### config.mk
export PLATFORM = sky130hd
export DESIGN_NAME = bal_alu
export DESIGN_NICKNAME = d
export VERILOG_FILES = /design/src/hdl/bal_pkg.sv /design/src/hdl/bal_adder.sv /design/src/hdl/bal_alu.sv
export SDC_FILE = /design/constraint.sdc
export NUM_CORES = 1
export LEC_CHECK = 0
export BUFFER_PORTS_ARGS = -buffer_cell sky130_fd_sc_hd__buf_4
export CAP_MARGIN = 5
export CORE_MARGIN = 10
export CORE_UTILIZATION = 55
export DETAILED_ROUTE_END_ITERATION = 7
export GPL_TIMING_DRIVEN = 0
export PLACE_DENSITY = 0.81
export SLEW_MARGIN = 15
export SYNTH_ARGS = -nofsm -noshare
export SYNTH_HDL_FRONTEND = slang
export SYNTH_SLANG_ARGS = --single-unit
### constraint.sdc
create_clock -name i_sys_clk -period 4.7 [get_ports i_sys_clk]
set_input_delay 1.175 -clock i_sys_clk [delete_from_list [all_inputs] [get_ports i_sys_clk]]
set_output_delay 1.175 -clock i_sys_clk [all_outputs]
set_load 0.005 [all_outputs]
### src/hdl/bal_pkg.sv
package bal_pkg;
    localparam int DATA_W   = 8;
    localparam int PTR_W    = 16;
    localparam int LIT6_W   = 6;
    localparam int FADDR_W  = 7;
    localparam int NIB_W    = 4;
    localparam int MSB      = 7;
    localparam logic [7:0]  ACC_RST = 8'h00;
    localparam logic [15:0] PTR_RST = 16'h0000;

    typedef enum logic [2:0] {
        BAL_OP_NONE,
        BAL_OP_POINTER_ADD,
        BAL_OP_LITERAL_AND,
        BAL_OP_LITERAL_ADD,
        BAL_OP_REGISTER_AND,
        BAL_OP_REGISTER_ADD,
        BAL_OP_ARITH_SHIFT
    } bal_op_t;

    typedef struct packed {
        bal_op_t                op;
        logic [7:0]             literal;
        logic                   ptr_sel;
        logic [FADDR_W-1:0]     faddr;
        logic                   dest;
    } bal_cmd_t;

    typedef struct packed {
        logic c;
        logic dc;
        logic z;
    } bal_flags_t;
endpackage

### src/hdl/bal_adder.sv
module bal_adder #(
    parameter int W = 8
) (
    // Operands
    input  wire logic [W-1:0] i_a,
    input  wire logic [W-1:0] i_b,
    // Result
    output logic      [W-1:0] o_sum,
    output logic              o_carry,
    output logic              o_half_carry
) ;
    logic [W:0]                   full;
    logic [bal_pkg::NIB_W:0]      low;

    assign full         = {1'b0, i_a} + {1'b0, i_b};
    assign low          = {1'b0, i_a[bal_pkg::NIB_W-1:0]} + {1'b0, i_b[bal_pkg::NIB_W-1:0]};
    assign o_sum        = full[W-1:0];
    assign o_carry      = full[W];
    assign o_half_carry = low[bal_pkg::NIB_W];
endmodule

### src/hdl/bal_alu.sv
module bal_alu (
    // Clock and reset
    input  wire logic                              i_sys_clk,
    input  wire logic                              i_rst,
    // Command
    input  wire logic                              i_valid,
    input  wire bal_pkg::bal_cmd_t                 i_cmd,
    // Addressed file register read data
    input  wire logic [bal_pkg::DATA_W-1:0]        i_file_rdata,
    // File register write back
    output logic                                   o_file_we,
    output logic      [bal_pkg::FADDR_W-1:0]       o_file_waddr,
    output logic      [bal_pkg::DATA_W-1:0]        o_file_wdata,
    // Architectural state
    output logic      [bal_pkg::DATA_W-1:0]        o_acc,
    output bal_pkg::bal_flags_t                    o_flags,
    output logic      [bal_pkg::PTR_W-1:0]         o_ptr0,
    output logic      [bal_pkg::PTR_W-1:0]         o_ptr1
);
    logic [bal_pkg::DATA_W-1:0] acc;
    bal_pkg::bal_flags_t        flags;
    logic [bal_pkg::PTR_W-1:0]  ptr [2];
    logic                       file_we;
    logic [bal_pkg::FADDR_W-1:0] file_waddr;
    logic [bal_pkg::DATA_W-1:0] file_wdata;

    wire bal_pkg::bal_op_t op = i_valid ? i_cmd.op : bal_pkg::BAL_OP_NONE;

    // Operand B is the literal or the file register
    wire logic is_lit = (op == bal_pkg::BAL_OP_LITERAL_AND) || (op == bal_pkg::BAL_OP_LITERAL_ADD);
    wire logic [bal_pkg::DATA_W-1:0] opnd_b = is_lit ? i_cmd.literal : i_file_rdata;

    logic [bal_pkg::DATA_W-1:0] add_sum;
    logic                       add_c;
    logic                       add_dc;

    bal_adder #(.W(bal_pkg::DATA_W)) u_add (
        .i_a          (acc),
        .i_b          (opnd_b),
        .o_sum        (add_sum),
        .o_carry      (add_c),
        .o_half_carry (add_dc)
    );

    wire logic [bal_pkg::DATA_W-1:0] and_res = acc & opnd_b;
    // Sign bit kept, bit 0 leaves through carry
    wire logic [bal_pkg::DATA_W-1:0] asr_res =
        {i_file_rdata[bal_pkg::MSB], i_file_rdata[bal_pkg::MSB:1]};

    // Signed literal widened to pointer width
    wire logic [bal_pkg::PTR_W-1:0] lit_ext =
        {{(bal_pkg::PTR_W-bal_pkg::LIT6_W){i_cmd.literal[bal_pkg::LIT6_W-1]}},
         i_cmd.literal[bal_pkg::LIT6_W-1:0]};
    // Carry out of the top dropped on purpose
    wire logic [bal_pkg::PTR_W-1:0] ptr_sum = ptr[i_cmd.ptr_sel] + lit_ext;

    logic [bal_pkg::DATA_W-1:0] res;
    logic                       upd_z;
    logic                       upd_c;
    logic                       upd_dc;
    logic                       new_c;
    logic                       to_file;
    logic                       writes;

    always_comb begin
        res    = and_res;
        upd_z  = 1'b0;
        upd_c  = 1'b0;
        upd_dc = 1'b0;
        new_c  = add_c;
        writes = 1'b1;
        case (op)
            bal_pkg::BAL_OP_LITERAL_AND,
            bal_pkg::BAL_OP_REGISTER_AND: begin
                res   = and_res;
                upd_z = 1'b1;
            end
            bal_pkg::BAL_OP_LITERAL_ADD,
            bal_pkg::BAL_OP_REGISTER_ADD: begin
                res    = add_sum;
                upd_z  = 1'b1;
                upd_c  = 1'b1;
                upd_dc = 1'b1;
            end
            bal_pkg::BAL_OP_ARITH_SHIFT: begin
                res   = asr_res;
                new_c = i_file_rdata[0];
                upd_z = 1'b1;
                upd_c = 1'b1;
            end
            default: begin
                writes = 1'b0;
            end
        endcase
    end

    // Literal ops always land in the accumulator
    assign to_file = writes && !is_lit && i_cmd.dest;

    wire logic res_zero = (res == '0);

    always_ff @(posedge i_sys_clk) begin
        if (i_rst) begin
            acc   <= bal_pkg::ACC_RST;
            flags <= '0;
        end else begin
            if (writes && !to_file) begin
                acc <= res;
            end
            if (upd_z) begin
                flags.z <= res_zero;
            end
            if (upd_c) begin
                flags.c <= new_c;
            end
            if (upd_dc) begin
                flags.dc <= add_dc;
            end
        end
    end

    always_ff @(posedge i_sys_clk) begin
        if (i_rst) begin
            ptr[0] <= bal_pkg::PTR_RST;
            ptr[1] <= bal_pkg::PTR_RST;
        end else if (op == bal_pkg::BAL_OP_POINTER_ADD) begin
            ptr[i_cmd.ptr_sel] <= ptr_sum;
        end
    end

    always_ff @(posedge i_sys_clk) begin
        if (i_rst) begin
            file_we    <= 1'b0;
            file_waddr <= '0;
            file_wdata <= '0;
        end else begin
            file_we <= to_file;
            if (to_file) begin
                file_waddr <= i_cmd.faddr;
                file_wdata <= res;
            end
        end
    end

    assign o_file_we    = file_we;
    assign o_file_waddr = file_waddr;
    assign o_file_wdata = file_wdata;
    assign o_acc        = acc;
    assign o_flags      = flags;
    assign o_ptr0       = ptr[0];
    assign o_ptr1       = ptr[1];
endmodule

==> impl_metrics.toml, run 1 <==
[floorplanning]
io_pins = 90
initial_core_util = 0.567
rows = 30
core_sq_um = 6830
dieArea_sq_um = 10800
die_w_um = 104
die_height_um = 104

[detailed_routing]
vias_per_cell = 5.89
firstDrtPassIters = 5
drc = 0
drtIter0Drc = 235
wire_per_inst_um = 17.7
ant_nets = 0
vias = 3608
wirelength_um = 10900

[hold_path]
worstHoldPathType = "register to register"
hold_start = "o_file_waddr[1]"
hold_path_end = "o_file_waddr[1]"
worstHoldPathCells = 2

[job]
cap_violations = 0

[power]
p_leak_nw = 2.05
peakVddDrop_mv = 0.157
p_per_area_nw_per_um2 = 280

[final_layout]
drive_gt1_frac = 0.269
fin_nets = 567
final_core_util = 0.705
syn_to_final_growth_pct = 24.4
final_cell_mix = "buf_4, nor2_1, edfxtp_1"
layout.cells.most_common = "buf_4"

[worst_setup_path]
rr_worst_depth = 10
arrival_ns = 4.52
worstPathRequired_ns = 4.87
endpoint_kind = "register"
r2r_start = "ptr[1][0]"
cp-startpoint = "i_cmd[8]"
worstSetupStartpointType = "input pin"
r2r_setup_slack_ns = 1.81
critical_path_class = "input pin to register"
rr_endpoint = "ptr[1][14]"
cp_max_fo = 10

[clock_tree]
cts-resized-gates = 0
clock_latency_ns = 0.35
cts_buffer_depth = 2
post_cts_buffers = 0
clk_pin_slew_ns = 0.07
cts.sinks = 59
cts_buffers = 9
tritoncts = "built"
h-tree-depth = 3
cts_hold_buf = 0
cts-root-buf = "clkbuf_8"

[sta]
final.setup.tns_ns = 0
slew_violations = 0
fin_skew_ns = 0.00706
period_minus_slack_ns = 4.35
max_slew_margin = 0.419
worst_slew_pin_slew_ns = 0.872
period_share = 0.925
setup_violations = 0
hold_viol = 0
rsz0062_at_grt = "false"
fmax_ghz = 0.230

[global_routing]
first_global_vias = 3598
grt_use_total = 0.195
antenna_found_initial = 1
grt_pass1_wl_um = 17500
grt_start_max_net_pins = 17
overflow = 0

[synth]
ys_seq_area_frac = 0.388
netlist_instances = 415
ys_types = 57
async_reset_ff_frac = 0
syn_area_sq_um = 3870
syn_nets = 471
synth_edf_count = 32
synth_ff_type = "edfxtp_1"
synth_seq_cells = 59
yosys_warnings = 0
syn_area_per_cell_sq_um = 9.33

[status]
status = "finished, final reports clean"

[place]
gp_congestion = 0.908
dp_hpwl_um = 8430
port_buffers = 85
-- cells in the mapped netlist, types with 7 or more instances --
cell type	instances	area [sq um]
nor2_1	54	203
edfxtp_1	32	961
nand2_1	30	113
dfxtp_1	27	541
a21oi_1	24	120
ha_1	23	288
mux2_2	23	259
a211oi_1	18	135
inv_1	14	52.6
a21o_1	13	97.6
o21ai_0	12	60.1
clkbuf_1	11	41.3
nand4_1	10	62.6
nor3_1	8	40.0
xor2_1	8	70.1
and2_1	7	43.8
nand2b_1	7	43.8
-- power breakdown --
part	internal, mW	switching (mW)	leakage, nW
sequential	0.566	0.0147	0.552
combinational	0.141	0.180	1.40
clock	0.222	0.225	0.0966
total	0.929	0.420	2.05
-- layout make-up --
| cell class | count | area (sq um) |
|---|---|---|
| diodes | 1 | 2.50 |
| fillers | 549 | 2010 |
| multi-input cells | 324 | 2230 |
| repair buffers | 85 | 638 |
| clock inverters | 5 | 33.8 |
| inverters | 14 | 52.6 |
| clock buffers | 11 | 151 |
| flip-flops and latches | 59 | 1500 |
| plain buffers | 18 | 86.3 |
| well taps | 96 | 120 |
-- through the flow --
step                hold WS, ns  area, sq um  setup slack (ns)  cells  total power, mW
CTS                       0.462         4820             0.370    612             1.35
global route              0.487         4820             0.131    613             1.41
floorplan                 0.453         3870             0.741    415            0.796
detailed placement        0.451         4630            0.0271    596            0.909
finish                    0.460         4820             0.351    613             1.35
global placement          0.444         4630             0.181    596            0.897
-- worst max-delay path by stage --
stage                             to  slack [ns]
after floorplan           ptr[0][14]        0.74
after global placement    ptr[0][13]        0.18
after detailed placement  ptr[1][14]        0.03
after CTS                 ptr[1][14]        0.37
after global routing      ptr[1][14]        0.13
final                     ptr[1][14]        0.35
-- flip-flops by register name (all words and copies together), names as in the netlist --
register,count
o_acc,8
o_file_waddr,7
o_file_wdata,8
o_file_we,1
o_flags,3
ptr,32
-- cells by family after synthesis --
group,share of synthesized area
flops,0.388
fa+ha+maj,0.0846
xor+xnor,0.0291
compound gates,0.190
simple gates,0.193
mux,0.0798
buf+inv,0.0359
-- routing by layer --
layer  GRT usage  wire, um
met1       0.221      4400
met2       0.329      5350
met3      0.0632       912
met4      0.0825       218
met5           0         0
-- critical path, cell delays in order --
cell      delay (ns)
clkbuf_1        0.44
clkbuf_1        0.55
mux2_2          0.42
ha_1            0.35
a21o_1          0.21
a21o_1          0.19
a31oi_1         0.57
nand4_1         0.19
mux2_2          0.30
o211ai_1        0.11
Power figures use the tool's default switching activity.
==> run 2: changes to the inputs <==
Settings changed: ABC_AREA set to 1, CORE_UTILIZATION 55 to 54.
==> run 2 against run 1 <==
Net effect:
- via count fell by 1.4%
- synthesized cell count rose by 17%
- power rose by 2.7%
- non-clock buffer count fell by 4
- synthesized area fell by 5.3%
- sequential share of layout area rose by 1.4 points
- register-to-register slack improved by 0.29 ns
- sequential cell count did not move
==> impl_metrics.toml, run 2 <==
[detailed_routing]
wl_met3_um = 859
wl_met1_um = 4630
wire_per_inst_um = 15.7
maxUsedRoutingLayer = "met4"
wirelength_um = 10500
vias = 3558
drtIter0Drc = 265
dr_wl_met2_um = 4740
drc = 0
ant_nets = 0
firstDrtPassIters = 6
vias_per_cell = 5.33

[sta]
period_minus_slack_ns = 3.58
hold_viol = 0
period_share = 0.761
whs_ns = 0.507
fin_ws_ns = 1.12
slew_violations = 0
fmax_ghz = 0.280
setup_violations = 0
final.setup.tns_ns = 0
fin_skew_ns = 0.00690
worst_slew_pin_slew_ns = 0.833
rsz0062_at_grt = "false"
max_slew_margin = 0.443

[floorplanning]
dieArea_sq_um = 10500
rows = 29
die_height_um = 102
initial_core_util = 0.568
io_pins = 90
core_sq_um = 6460
die_w_um = 102

[clock_tree]
clock_latency_ns = 0.34
cts-resized-gates = 0
cts_hold_buf = 0
tritoncts = "built"
clk_pin_slew_ns = 0.07
h-tree-depth = 3
cts_buffers = 9
cts_buffer_depth = 2
post_cts_buffers = 0
cts-root-buf = "clkbuf_8"
cts.sinks = 59

[synth]
syn_area_per_cell_sq_um = 7.53
synth_edf_count = 32
yosys_warnings = 0
ys_types = 35
synth_ff_type = "edfxtp_1"
synth_seq_cells = 59
ys_seq_area_frac = 0.409
async_reset_ff_frac = 0
netlist_instances = 487
syn_area_sq_um = 3670
netlist_top_cells_count = "nand2_1, nor2_1, inv_1, edfxtp_1, dfxtp_1"
yosysMostFrequentCell = "nand2_1"
synth_top_area_share = 0.262
synthTopCellsByArea = "edfxtp_1, dfxtp_1, nand2_1, nor2_1, ha_1"
synth_top_cell_by_area = "edfxtp_1"
syn_nets = 543

[worst_setup_path]
endpoint = "ptr[1][13]"
rr_worst_depth = 15
rr_endpoint = "ptr[1][9]"
endpoint_kind = "register"
r2r_start = "ptr[1][1]"
worstSetupStartpointType = "input pin"
worstPathRequired_ns = 4.77
r2r_setup_slack_ns = 2.10
arrival_ns = 3.65
critical_path_class = "input pin to register"
cp-startpoint = "i_cmd[8]"
cp_max_fo = 10

[place]
port_buffers = 87
dp_slack_ns = 0.850
gp_congestion = 0.917
dp_hpwl_um = 8080

[final_layout]
largest_reg_flops = 32
layout.cells.most_common = "nand2_1"
final_cell_mix = "nand2_1, buf_4, nor2_1"
fillers = 528
multi_input_area_sq_um = 1890
regMostFlops = "ptr"
syn_to_final_growth_pct = 25.9
seqCellArea_sq_um = 1500
drive_gt1_frac = 0.200
final_core_util = 0.715
fin_nets = 641
n_antenna_cell = 0

[power]
p_per_area_nw_per_um2 = 300
peakVddDrop_mv = 0.255
p_leak_nw = 2.41

[global_routing]
grt_use_total = 0.204
overflow = 0
grt_pass1_wl_um = 16900
first_global_vias = 3521
antenna_found_initial = 0
grt_start_max_net_pins = 17

[hold_path]
worstHoldPathType = "register to register"
worstHoldPathCells = 2

[status]
status = "finished, final reports clean"

[job]
cap_violations = 0
-- run 2: stage by stage --
step                area [sq um]  std cells  total power [mW]
floorplan                   3670        487             0.806
global placement            4420        651             0.923
detailed placement          4420        651             0.934
CTS                         4620        667              1.39
global route                4620        667              1.46
finish                      4620        667              1.39
-- run 2: kinds of logic after synthesis --
logic type,share of synthesized area
xor gates and xnor gates,0.0358
and+or+nand+nor,0.287
DFF,0.409
buffers and inverters,0.0744
AOI/OAI and AO/OA,0.104
adders and majority gates,0.0894
-- run 2: worst min-delay path by stage --
stage | from | slack, ns | endpoint
after detailed placement | o_file_wdata[2] | 0.49 | o_file_wdata[2]
after global placement | o_flags[0] | 0.47 | o_flags[0]
after floorplan | o_flags[0] | 0.46 | o_flags[0]
after global routing | o_flags[0] | 0.51 | o_flags[0]
after CTS | o_flags[0] | 0.50 | o_flags[0]
final | o_flags[0] | 0.51 | o_flags[0]
-- run 2: report_power, final --
group / internal (mW) / total [mW] / switching [mW]
Sequential: 0.573 / 0.592 / 0.0188
Clock: 0.254 / 0.458 / 0.203
Combinational: 0.140 / 0.336 / 0.196
-- run 2: critical path, stage by stage --
cell	delay (ns)
buf_2	0.19
clkinv_1	0.28
clkbuf_1	0.34
nand2_1	0.12
nand2_1	0.07
ha_1	0.35
a21o_1	0.23
a21boi_0	0.17
nand3_1	0.18
a21oi_1	0.21
xor2_1	0.26
nor2_1	0.06
-- run 2: routing by layer --
| layer | vias to the layer above | global-route usage |
|---|---|---|
| li1 | 1784 | - |
| met1 | 1629 | 0.250 |
| met2 | 128 | 0.318 |
| met3 | 17 | 0.0648 |
| met4 | 0 | 0.0944 |
| met5 | - | 0 |
-- run 2: final cells by class --
| type | instances | share of cell area |
|---|---|---|
| Multi-Input combinational cell | 362 | 0.410 |
| Buffer | 12 | 0.0152 |
| Tap cell | 77 | 0.0209 |
| Clock buffer | 13 | 0.0393 |
| Inverter | 54 | 0.0439 |
| Clock inverter | 3 | 0.00379 |
| Timing Repair Buffer | 87 | 0.141 |
| Sequential cell | 59 | 0.325 |
